$ cat src/asp_pkg.sv
`default_nettype none
package asp_pkg;
  // timing
  localparam int CLK_HZ     = 100_000_000;
  localparam int MCLK_HZ    = 614_400;
  localparam int RESET_MCLK = 90;
  localparam int EXIT_MCLK  = 130;
  localparam int RESET_CYC  = int'((longint'(RESET_MCLK) * CLK_HZ + MCLK_HZ - 1) / MCLK_HZ);
  localparam int EXIT_CYC   = int'((longint'(EXIT_MCLK) * CLK_HZ + MCLK_HZ - 1) / MCLK_HZ);
  localparam int ONES_RESET = 64;
  // sizes
  localparam int DATA_W     = 24;
  localparam int FIFO_DEPTH = 32;
  // register addresses
  localparam logic [5:0] ADDR_STATUS = 6'h00;
  localparam logic [5:0] ADDR_CTRL   = 6'h01;
  localparam logic [5:0] ADDR_DATA   = 6'h02;
  localparam logic [5:0] ADDR_CHAN   = 6'h09;
  // transfer lengths in bits
  localparam logic [5:0] LEN_DEF     = 6'h08;
  localparam logic [5:0] LEN_CTRL    = 6'h10;
  localparam logic [5:0] LEN_DATA    = 6'h18;
  localparam logic [5:0] LEN_DATA_ST = 6'h20;
  // communications byte
  localparam int         CMD_WEN_BIT = 7;
  localparam int         CMD_RD_BIT  = 6;
  localparam logic [7:0] CMD_DATA_RD = 8'h42;
  // control register
  localparam int          CTRL_CONTINUOUS_READOUT_ENABLE   = 11;
  localparam int          CTRL_DATA_STATUS = 10;
  localparam int          CTRL_CS_EN       = 9;
  localparam int          CTRL_MODE_LSB    = 2;
  localparam logic [15:0] CTRL_RST         = 16'h0000;
  localparam logic [15:0] CHAN_RST         = 16'h0001;
  localparam logic [3:0]  MODE_CONT        = 4'h0;
  localparam logic [3:0]  MODE_SINGLE      = 4'h1;
  localparam logic [3:0]  MODE_STANDBY     = 4'h2;
  // status register
  localparam int STAT_RDY = 7;
  localparam int STAT_POR = 4;
  // states
  typedef enum logic [1:0] {SP_CMD, SP_WR, SP_RD, SP_CRD} asp_ser_t;
  typedef enum logic [2:0] {CV_RESET, CV_IDLE, CV_EXIT, CV_START, CV_WAIT, CV_WARN, CV_UPD, CV_STBY} asp_cv_t;
endpackage
`default_nettype wire

$ cat src/asp_sync.sv
`timescale 1ns/10ps
`default_nettype none
module asp_sync #(
  parameter int           W   = 1,
  parameter logic [W-1:0] RST = '0
) (
  // clock and reset
  input  wire logic         i_clk,
  input  wire logic         i_rst_n,
  // level in and out
  input  wire logic [W-1:0] i_d,
  output logic      [W-1:0] o_q
);
  logic [W-1:0] meta;

  always_ff @(posedge i_clk or negedge i_rst_n) begin
    if (!i_rst_n) begin
      meta <= RST;
      o_q  <= RST;
    end else begin
      meta <= i_d;
      o_q  <= meta;
    end
  end
endmodule
`default_nettype wire

$ cat src/asp_fifo.sv
`timescale 1ns/10ps
`default_nettype none
module asp_fifo #(
  parameter int W     = 24,
  parameter int DEPTH = 32
) (
  // clock and reset
  input  wire logic         i_clk,
  input  wire logic         i_rst_n,
  // fill side
  input  wire logic         i_wr_valid,
  output logic              o_wr_ready,
  input  wire logic [W-1:0] i_wr_data,
  // drain side
  output logic              o_rd_valid,
  input  wire logic         i_rd_ready,
  output logic      [W-1:0] o_rd_data
);
  localparam int AW = $clog2(DEPTH);

  logic [W-1:0]  mem [DEPTH];
  logic [AW-1:0] wr_ptr;
  logic [AW-1:0] rd_ptr;
  logic [AW:0]   count;
  logic [AW:0]   next_count;
  logic          push;
  logic          take;

  assign push = i_wr_valid && o_wr_ready;
  // refill the output register when it is empty or being drained
  assign take = (count != '0) && (!o_rd_valid || i_rd_ready);

  always_comb begin
    next_count = count + {{AW{1'b0}}, push} - {{AW{1'b0}}, take};
  end

  always_ff @(posedge i_clk) begin
    if (push) begin
      mem[wr_ptr] <= i_wr_data;
    end
  end

  always_ff @(posedge i_clk or negedge i_rst_n) begin
    if (!i_rst_n) begin
      wr_ptr     <= '0;
      rd_ptr     <= '0;
      count      <= '0;
      o_wr_ready <= 1'b1;
      o_rd_valid <= 1'b0;
      o_rd_data  <= '0;
    end else begin
      if (push) begin
        wr_ptr <= AW'(wr_ptr + 1'b1);
      end
      if (take) begin
        o_rd_data <= mem[rd_ptr];
        rd_ptr    <= AW'(rd_ptr + 1'b1);
      end
      o_rd_valid <= take || (o_rd_valid && !i_rd_ready);
      count      <= next_count;
      o_wr_ready <= next_count != (AW+1)'(DEPTH);
    end
  end
endmodule
`default_nettype wire

$ cat src/asp_top.sv
// Contract
// - after any reset only a communications write is accepted first
// - communications byte selects read or write and the target register
// - data in on din, out on shared pin, timed by host clock
// - ready pin falls on new word, rises when a data read completes
// - ready pin goes high before the data register updates
// - three-wire use with select tied low, host polls status ready bit
// - data word may be reread outside continuous readout, once inside
// - select falling edge presents the msb; clock may run between frames
// - a run of ones on din resets interface to await command
// - single mode converts once, readies, enters standby; exit takes 130 mclk
// - single mode with several channels converts each once then idles
// - ready high from result arrival until the word updates outside a data register read
// - append bit adds status to data reads; low four bits give channel
// - continuous mode at power-up; status ready bit falls each conversion
// - new word is discarded while the data register is being read
// - continuous mode cycles enabled channels low to high then wraps
// - continuous readout reloads the output register with each new result
// - in continuous readout only 0x42 while ready and ones reset work
// - select rising edge resets interface to await a command, except in continuous readout
// - 64 ones restore control and channel registers; reset lasts 90 mclk
`timescale 1ns/10ps
`default_nettype none
module asp_top #(
  parameter int RESET_CYC = asp_pkg::RESET_CYC,
  parameter int EXIT_CYC  = asp_pkg::EXIT_CYC
) (
  // clock and reset
  input  wire logic        i_clk,
  input  wire logic        i_rst_n,
  // serial pins
  input  wire logic        i_cs_n,
  input  wire logic        i_sclk,
  input  wire logic        i_din,
  output logic             o_dout_rdy,
  output logic             o_dout_oe,
  // converter front end
  output logic             o_conv_start,
  output logic [3:0]       o_conv_chan,
  input  wire logic        i_res_valid,
  input  wire logic [23:0] i_res_data,
  output logic             o_res_ready,
  // status
  output logic             o_standby,
  output logic             o_reset_busy,
  output logic             o_continuous_readout_enable
);
  localparam int DW = asp_pkg::DATA_W;

  logic [2:0]       pin_s;
  logic             cs_n_s;
  logic             sclk_s;
  logic             din_s;
  logic             sclk_d;
  logic             cs_d;
  logic             rise;
  logic             fall;
  logic             cs_rise;
  asp_pkg::asp_ser_t ser_state;
  asp_pkg::asp_cv_t  cv_state;
  logic [5:0]       bit_cnt;
  logic [5:0]       len;
  logic [5:0]       addr;
  logic [5:0]       ones;
  logic [23:0]      in_sr;
  logic [31:0]      out_sr;
  logic             hold;
  logic             crd_word;
  logic             ctrl_wr;
  logic             rd_done;
  logic             crd_exit;
  logic             soft_rst;
  logic [15:0]      ctrl;
  logic [15:0]      chan_en;
  logic [DW-1:0]    data_reg;
  logic [3:0]       data_chan;
  logic             rdy_n;
  logic [15:0]      timer;
  logic [3:0]       cur_chan;
  logic [DW-1:0]    conv_word;
  logic             res_valid;
  logic [DW-1:0]    res_data;
  logic             res_pop;
  logic [7:0]       status;
  logic [7:0]       stat_new;
  logic [7:0]       cmd_byte;
  logic [23:0]      wr_val;
  logic             last_bit;
  logic [31:0]      rd_val;
  logic [5:0]       rd_len;
  logic [3:0]       mode;
  logic [3:0]       first_ch;
  logic [3:0]       nxt_ch;
  logic             has_nxt;
  logic             upd;
  logic             discard;
  logic             upd_ok;

  asp_sync #(.W(3), .RST(3'h6)) u_sync (
    .i_clk   (i_clk),
    .i_rst_n (i_rst_n),
    .i_d     ({i_cs_n, i_sclk, i_din}),
    .o_q     (pin_s)
  );

  asp_fifo #(.W(DW), .DEPTH(asp_pkg::FIFO_DEPTH)) u_fifo (
    .i_clk      (i_clk),
    .i_rst_n    (i_rst_n),
    .i_wr_valid (i_res_valid),
    .o_wr_ready (o_res_ready),
    .i_wr_data  (i_res_data),
    .o_rd_valid (res_valid),
    .i_rd_ready (res_pop),
    .o_rd_data  (res_data)
  );

  assign {cs_n_s, sclk_s, din_s} = pin_s;
  assign rise     = sclk_s && !sclk_d && !cs_n_s;
  assign fall     = !sclk_s && sclk_d && !cs_n_s;
  assign cs_rise  = cs_n_s && !cs_d;
  assign cmd_byte = {in_sr[6:0], din_s};
  assign wr_val   = {in_sr[22:0], din_s};
  assign last_bit = bit_cnt == len - 6'h01;
  assign mode     = ctrl[asp_pkg::CTRL_MODE_LSB +: 4];
  assign res_pop  = cv_state == asp_pkg::CV_WAIT;
  assign upd      = cv_state == asp_pkg::CV_UPD;
  assign discard  = ser_state == asp_pkg::SP_RD && addr == asp_pkg::ADDR_DATA;
  assign upd_ok   = upd && !discard;

  always_ff @(posedge i_clk or negedge i_rst_n) begin
    if (!i_rst_n) begin
      sclk_d <= 1'b1;
      cs_d   <= 1'b1;
    end else begin
      sclk_d <= sclk_s;
      cs_d   <= cs_n_s;
    end
  end

  // status words; low nibble is the channel of the word
  always_comb begin
    status                    = '0;
    status[asp_pkg::STAT_RDY] = rdy_n;
    status[asp_pkg::STAT_POR] = cv_state == asp_pkg::CV_RESET;
    status[3:0]               = data_chan;
    stat_new                  = '0;
    stat_new[3:0]             = cur_chan;
  end

  // read value, left aligned, and length per address
  always_comb begin
    rd_val = '0;
    rd_len = asp_pkg::LEN_DEF;
    case (cmd_byte[5:0])
      asp_pkg::ADDR_STATUS: rd_val = {status, 24'h00_0000};
      asp_pkg::ADDR_CTRL: begin
        rd_val = {ctrl, 16'h0000};
        rd_len = asp_pkg::LEN_CTRL;
      end
      asp_pkg::ADDR_DATA: begin
        rd_val = {data_reg, status};
        rd_len = ctrl[asp_pkg::CTRL_DATA_STATUS] ? asp_pkg::LEN_DATA_ST : asp_pkg::LEN_DATA;
      end
      asp_pkg::ADDR_CHAN: begin
        rd_val = {chan_en, 16'h0000};
        rd_len = asp_pkg::LEN_CTRL;
      end
      default: rd_val = '0;
    endcase
  end

  // ones detector
  always_ff @(posedge i_clk or negedge i_rst_n) begin
    if (!i_rst_n) begin
      ones     <= '0;
      soft_rst <= 1'b0;
    end else begin
      soft_rst <= 1'b0;
      if (rise) begin
        if (!din_s) begin
          ones <= '0;
        end else if (ones == 6'(asp_pkg::ONES_RESET - 1)) begin
          ones     <= '0;
          soft_rst <= 1'b1;
        end else begin
          ones <= ones + 6'h01;
        end
      end
    end
  end

  // serial engine and register file
  always_ff @(posedge i_clk or negedge i_rst_n) begin
    if (!i_rst_n) begin
      ser_state <= asp_pkg::SP_CMD;
      bit_cnt   <= '0;
      len       <= asp_pkg::LEN_DEF;
      addr      <= '0;
      in_sr     <= '0;
      out_sr    <= '0;
      hold      <= 1'b0;
      crd_word  <= 1'b0;
      ctrl_wr   <= 1'b0;
      rd_done   <= 1'b0;
      crd_exit  <= 1'b0;
      ctrl      <= asp_pkg::CTRL_RST;
      chan_en   <= asp_pkg::CHAN_RST;
    end else begin
      ctrl_wr  <= 1'b0;
      rd_done  <= 1'b0;
      crd_exit <= 1'b0;
      if (soft_rst) begin
        ser_state <= asp_pkg::SP_CMD;
        bit_cnt   <= '0;
        hold      <= 1'b0;
        crd_word  <= 1'b0;
        ctrl      <= asp_pkg::CTRL_RST;
        chan_en   <= asp_pkg::CHAN_RST;
      end else if (cs_rise) begin
        bit_cnt <= '0;
        hold    <= 1'b0;
        if (ser_state != asp_pkg::SP_CRD) begin
          ser_state <= asp_pkg::SP_CMD;
        end
      end else if (upd_ok && ser_state == asp_pkg::SP_CRD) begin
        out_sr   <= {conv_word, stat_new};
        len      <= ctrl[asp_pkg::CTRL_DATA_STATUS] ? asp_pkg::LEN_DATA_ST : asp_pkg::LEN_DATA;
        bit_cnt  <= '0;
        crd_word <= 1'b1;
      end else if (fall && bit_cnt != '0 &&
                   (ser_state == asp_pkg::SP_RD || ser_state == asp_pkg::SP_CRD)) begin
        out_sr <= {out_sr[30:0], 1'b0};
      end else if (rise) begin
        in_sr   <= wr_val;
        bit_cnt <= bit_cnt + 6'h01;
        hold    <= 1'b0;
        unique case (ser_state)
          asp_pkg::SP_CMD: begin
            if (bit_cnt == 6'h07) begin
              bit_cnt <= '0;
              // bytes with the write-enable bit high are ignored
              if (!cmd_byte[asp_pkg::CMD_WEN_BIT]) begin
                addr <= cmd_byte[5:0];
                len  <= rd_len;
                if (cmd_byte[asp_pkg::CMD_RD_BIT]) begin
                  ser_state <= asp_pkg::SP_RD;
                  out_sr    <= rd_val;
                end else begin
                  ser_state <= asp_pkg::SP_WR;
                end
              end
            end
          end
          asp_pkg::SP_WR: begin
            if (last_bit) begin
              bit_cnt   <= '0;
              ser_state <= asp_pkg::SP_CMD;
              if (addr == asp_pkg::ADDR_CTRL) begin
                ctrl    <= wr_val[15:0];
                ctrl_wr <= 1'b1;
                if (wr_val[asp_pkg::CTRL_CONTINUOUS_READOUT_ENABLE]) begin
                  ser_state <= asp_pkg::SP_CRD;
                end
              end else if (addr == asp_pkg::ADDR_CHAN) begin
                chan_en <= wr_val[15:0];
              end
            end
          end
          asp_pkg::SP_RD: begin
            if (last_bit) begin
              bit_cnt   <= '0;
              ser_state <= asp_pkg::SP_CMD;
              hold      <= ctrl[asp_pkg::CTRL_CS_EN];
              rd_done   <= addr == asp_pkg::ADDR_DATA;
            end
          end
          asp_pkg::SP_CRD: begin
            if (bit_cnt == 6'h07 && cmd_byte == asp_pkg::CMD_DATA_RD && crd_word) begin
              ser_state                      <= asp_pkg::SP_CMD;
              ctrl[asp_pkg::CTRL_CONTINUOUS_READOUT_ENABLE]  <= 1'b0;
              crd_exit                       <= 1'b1;
              crd_word                       <= 1'b0;
              bit_cnt                        <= '0;
            end else if (last_bit) begin
              bit_cnt  <= '0;
              rd_done  <= crd_word;
              crd_word <= 1'b0;
            end
          end
        endcase
      end
    end
  end

  // ready flag; a new word wins over a finished read
  always_ff @(posedge i_clk or negedge i_rst_n) begin
    if (!i_rst_n) begin
      rdy_n <= 1'b1;
    end else if (soft_rst) begin
      rdy_n <= 1'b1;
    end else if (upd_ok) begin
      rdy_n <= 1'b0;
    end else if (cv_state == asp_pkg::CV_WARN || rd_done) begin
      rdy_n <= 1'b1;
    end
  end

  always_ff @(posedge i_clk or negedge i_rst_n) begin
    if (!i_rst_n) begin
      data_reg  <= '0;
      data_chan <= '0;
    end else if (upd_ok) begin
      data_reg  <= conv_word;
      data_chan <= cur_chan;
    end
  end

  // channel sequencing
  always_comb begin
    first_ch = '0;
    nxt_ch   = '0;
    has_nxt  = 1'b0;
    for (int i = 15; i >= 0; i--) begin
      if (chan_en[i]) begin
        first_ch = 4'(i);
      end
      if (chan_en[i] && 4'(i) > cur_chan) begin
        nxt_ch  = 4'(i);
        has_nxt = 1'b1;
      end
    end
  end

  always_ff @(posedge i_clk or negedge i_rst_n) begin
    if (!i_rst_n) begin
      cv_state     <= asp_pkg::CV_RESET;
      timer        <= '0;
      cur_chan     <= '0;
      conv_word    <= '0;
      o_conv_start <= 1'b0;
      o_conv_chan  <= '0;
    end else begin
      o_conv_start <= 1'b0;
      if (soft_rst) begin
        cv_state <= asp_pkg::CV_RESET;
        timer    <= '0;
      end else if (ctrl_wr) begin
        timer    <= '0;
        cur_chan <= first_ch;
        if (mode == asp_pkg::MODE_STANDBY) begin
          cv_state <= asp_pkg::CV_STBY;
        end else if (cv_state == asp_pkg::CV_STBY) begin
          cv_state <= asp_pkg::CV_EXIT;
        end else begin
          cv_state <= asp_pkg::CV_START;
        end
      end else begin
        unique case (cv_state)
          asp_pkg::CV_RESET: begin
            timer <= timer + 16'h0001;
            if (timer == 16'(RESET_CYC - 1)) begin
              cv_state <= asp_pkg::CV_START;
              cur_chan <= first_ch;
              timer    <= '0;
            end
          end
          asp_pkg::CV_EXIT: begin
            timer <= timer + 16'h0001;
            if (timer == 16'(EXIT_CYC - 1)) begin
              cv_state <= asp_pkg::CV_START;
              timer    <= '0;
            end
          end
          asp_pkg::CV_START: begin
            if (chan_en == '0) begin
              cv_state <= asp_pkg::CV_IDLE;
            end else begin
              o_conv_start <= 1'b1;
              o_conv_chan  <= cur_chan;
              cv_state     <= asp_pkg::CV_WAIT;
            end
          end
          asp_pkg::CV_WAIT: begin
            if (res_valid) begin
              conv_word <= res_data;
              cv_state  <= asp_pkg::CV_WARN;
            end
          end
          asp_pkg::CV_WARN: cv_state <= asp_pkg::CV_UPD;
          asp_pkg::CV_UPD: begin
            if (has_nxt) begin
              cur_chan <= nxt_ch;
              cv_state <= asp_pkg::CV_START;
            end else if (mode == asp_pkg::MODE_CONT) begin
              cur_chan <= first_ch;
              cv_state <= asp_pkg::CV_START;
            end else if (mode == asp_pkg::MODE_SINGLE && first_ch == cur_chan) begin
              cv_state <= asp_pkg::CV_STBY;
            end else begin
              cv_state <= asp_pkg::CV_IDLE;
            end
          end
          asp_pkg::CV_IDLE: cv_state <= asp_pkg::CV_IDLE;
          asp_pkg::CV_STBY: cv_state <= asp_pkg::CV_STBY;
        endcase
      end
    end
  end

  // pin and status outputs
  always_ff @(posedge i_clk or negedge i_rst_n) begin
    if (!i_rst_n) begin
      o_dout_rdy   <= 1'b1;
      o_dout_oe    <= 1'b0;
      o_standby    <= 1'b0;
      o_reset_busy <= 1'b1;
      o_continuous_readout_enable  <= 1'b0;
    end else begin
      o_dout_oe <= !cs_n_s;
      if (ser_state == asp_pkg::SP_RD || hold || (ser_state == asp_pkg::SP_CRD && crd_word)) begin
        o_dout_rdy <= out_sr[31];
      end else begin
        o_dout_rdy <= rdy_n;
      end
      o_standby    <= cv_state == asp_pkg::CV_STBY;
      o_reset_busy <= cv_state == asp_pkg::CV_RESET;
      o_continuous_readout_enable  <= ctrl[asp_pkg::CTRL_CONTINUOUS_READOUT_ENABLE];
    end
  end
endmodule
`default_nettype wire

$ cat config.mk
export PLATFORM = sky130hd
export DESIGN_NAME = asp_top
export DESIGN_NICKNAME = d
export VERILOG_FILES = /design/src/asp_pkg.sv /design/src/asp_sync.sv /design/src/asp_fifo.sv /design/src/asp_top.sv
export SDC_FILE = /design/constraint.sdc
export NUM_CORES = 1
export LEC_CHECK = 0
export ABC_CLOCK_PERIOD_IN_PS = 3500
export BUFFER_PORTS_ARGS = -buffer_cell sky130_fd_sc_hd__buf_4
export CAP_MARGIN = 20
export CORE_MARGIN = 4
export CORE_UTILIZATION = 43
export DETAILED_ROUTE_END_ITERATION = 6
export SYNTH_ARGS = -nofsm -noshare
export SYNTH_HDL_FRONTEND = slang
export SYNTH_SLANG_ARGS = --single-unit
$ cat constraint.sdc
create_clock -name i_clk -period 3.5 [get_ports i_clk]
set_clock_uncertainty 0.1 [all_clocks]
set_input_delay 0.525 -clock i_clk [delete_from_list [all_inputs] [get_ports i_clk]]
set_output_delay 0.525 -clock i_clk [all_outputs]
set_load 0.02 [all_outputs]
==> key figures <==
Status
  – Status: finished, final reports clean

Clocking
  – TritonCTS clock tree: yes
  – CTS Buffer Depth: 3
  – Clk_lat worst skew: 0.70 ns
  – Clk sinks: 1011
  – Total CTS buffers: 102
  – Clk pin slew, worst setup/hold paths: 0.07 ns
  – H-tree depth: 3
  – Post-CTS Setup Bufs: 0
  – Root Driver: clkbuf_16

Global routing
  – Grt ovf: 0
  – Vias in the first global route: 22000
  – Antenna violations before repair: 4
  – Largest net degree at the start of global routing: 117
  – First-pass GRT wire length: 146 mm
  – GRT Total Usage: 19.7%

STA
  – Final Hold Fails: 0
  – Final setup violating endpoints: 0
  – Slew Viols, Final: 0
  – Relative slew slack: 29.9%
  – Worst slew pin tran: 1.05 ns
  – Tmin final: 2.86 ns
  – RSZ-0062 raised after global routing: false
  – Peak Freq: 350 MHz
  – Fin Setup TNS: 0 ns
  – Worst setup margin: 0.642 ns
  – Crit share post-route: 81.7%

Pwr
  – Share of power burned in registers: 51.1%
  – Clk network pwr share: 41.2%
  – Gate power share: 7.8%
  – Switching Power: 0.00627 W
  – VDD IR-drop max: 454 uV
  – Int Power: 0.0209 W
  – Switching power share of the total: 23.0%
  – Pleak: 16.4 nW
  – Power per Cell Area: 576 mW/mm2

Setup path
  – Critical path class: reg2reg
  – Reg-to-reg setup timing slack: 0.64 ns
  – CP Cell Sequence: inv_1 -> ha_1 -> xnor3_1 -> nand4_1 -> o41ai_1 -> nand2_1 -> or4b_2 -> a21oi_1
  – CP Capture Type: flop
  – Crit path DAT: 3.36 ns
  – CP Launch Type: flop
  – Worst path max stage delay: 0.61 ns
  – Worst-path maximum fanout: 7
  – Req. time, crit path: 4.00 ns
  – Critical Path Slowest Stage Cell: or4b_2

Floorplanning
  – Row count: 112
  – DIE AREA: 0.100 mm2
  – Core box area: 0.0939 mm2
  – # IOs: 41
  – Initial Utilization: 43.6%
  – Die height: 317 um
  – Die width: 317 um

Logic synthesis
  – Mapped Cells: 2269
  – Main synth FF type: edfxtp_1
  – Asr flop ratio synth: 24.0%
  – Syn_nets: 2324
  – Synth unique cells: 80
  – Mean Syn Cell Area: 18.0 um2
  – Mapped cell area: 0.0409 mm2
  – Synth warn: 0
  – Post-synth EDFFs: 768
  – FF+latch count, synth: 1011
  – Register area share after synthesis: 71.2%

Placement
  – Placed inst area: 0.0436 mm2
  – Port Buffers: 40
  – Place WS: 0.663 ns
  – HPWL after DPL: 56.9 mm
  – Final Wtd Congestion: 0.818

Detailed routing
  – Initial DRT Pass Iterations: 5
  – Drt drc: 0
  – Wirelength per Cell: 26.0 um
  – Via count: 21300
  – Routed Wire Length: 96.9 mm
  – First DRT Iteration DRCs: 2100
  – Final ANT Viol Nets: 0
  – Drt via density: 5.72

Job
  – # Max-Cap Violations: 0

Layout
  – Nets: 2437
  – Final Cell Area: 0.0472 mm2
  – Number of flip-flops under the largest register name: 768
  – Top flop regs: u_fifo.mem x768, out_sr x32
  – Share of cells above drive strength 1: 27.3%
  – Area growth, synth to finish: 15.2%
  – Biggest register: u_fifo.mem
  – Antenna fix cells: 0

Worst hold path
  – Hold/Removal Path Class: in2reg
==> per-stage QoR <==
stage                     power [W]  hold WS, ns  std cells  utilization (%)
after global routing         0.0282        0.112       3723             50.2
after global placement       0.0162        0.238       3528             46.5
final                        0.0272        0.132       3723             50.2
after CTS                    0.0275       0.0875       3723             50.2
after detailed placement     0.0163        0.242       3528             46.5
after floorplan              0.0151        0.129       2269                -
==> cell usage in the layout, fill, tap and decap left out, drive strengths merged, types with 39 or more instances in the layout <==
cell type / count
a21oi: 46
buf: 133
clkbuf: 136
dfrtp: 231
edfxtp: 768
inv: 39
mux2: 79
mux2i: 75
mux4: 240
nand2: 109
nor2: 149
o21ai: 108
==> power groups by stage <==
stage	Combinational, W	Sequential [W]	Clock, W
after floorplan	0.00109	0.0140	0
after global placement	0.00208	0.0141	0
after detailed placement	0.00213	0.0141	0
after CTS	0.00214	0.0139	0.0114
after global routing	0.00228	0.0139	0.0120
final	0.00211	0.0139	0.0112
==> logic make-up after synthesis <==
group	after synthesis	synth area share [%]
buffers and inverters	164	1.63
AOI/OAI and AO/OA	259	4.07
muxes	394	17.2
xor gates and xnor gates	34	0.761
adders and majority gates	25	0.782
DFF	1011	71.2
and+or+nand+nor	382	4.33
==> timing repair <==
action                    CTS  global route
gates resized for setup     0             0
hold endpoints to repair  113             0
hold buffers                4             0
==> Yosys cell counts, types with 8 or more instances <==
master | number | area, um2
a221o_1 | 21 | 210
dfrtp_1 | 231 | 5780
xnor2_1 | 13 | 114
a22oi_1 | 10 | 75.1
inv_1 | 36 | 135
nand3_1 | 25 | 125
edfxtp_1 | 768 | 23100
nor4_1 | 10 | 62.6
mux2i_1 | 75 | 751
buf_1 | 8 | 30.0
nand4_1 | 13 | 81.3
dfstp_2 | 12 | 315
and3_1 | 9 | 56.3
ha_1 | 24 | 300
nor2b_1 | 9 | 56.3
mux4_2 | 240 | 5410
clkbuf_1 | 86 | 323
nand2_1 | 108 | 405
o31ai_1 | 11 | 82.6
mux2_2 | 79 | 890
nor2_1 | 149 | 559
buf_2 | 32 | 160
o21ai_0 | 101 | 505
xor2_1 | 20 | 175
a21oi_1 | 46 | 230
==> worst max-delay path, delay by kind of cell, from the launching register on <==
| kind | cells | cell delay, ns |
|---|---|---|
| simple gates | 3 | 0.96 |
| compound gates | 2 | 0.58 |
| flops | 1 | 0.54 |
| xor+xnor | 1 | 0.37 |
| fa+ha+maj | 1 | 0.19 |
| buf+inv | 1 | 0.06 |
==> per-layer routing <==
layer / GRT usage [%] / up-vias / share of wire [%]
met5: 0 / - / 0
met4: 5.12 / 0 / 2.5
met3: 3.71 / 145 / 6.4
met2: 32.8 / 655 / 50
met1: 27.1 / 11300 / 41
li1: - / 9234 / -
==> worst paths after layout <==
path,end,startpoint,cells past startpoint
max in group asynchronous,data_reg[15],i_rst_n,3
setup / recovery,ctrl[11],len[3],8
hold / removal,u_fifo.mem[11][21],i_res_data[21],1
setup reg to reg,ctrl[11],len[3],8
hold reg to reg,u_sync.o_q[1],u_sync.meta[1],0
min in group asynchronous,timer[7],i_rst_n,2
==> area by class of cell <==
| class | instances | area [um2] |
|---|---|---|
| timing repair buffer | 137 | 1420 |
| tap | 1254 | 1570 |
| clock buffer | 136 | 2830 |
| clock inverter | 55 | 668 |
| fill | 7641 | 46700 |
| sequential | 1011 | 29200 |
| inverter | 36 | 135 |
| multi-input combinational | 1094 | 11400 |
Note: power is estimated with default switching activity, not from simulation.
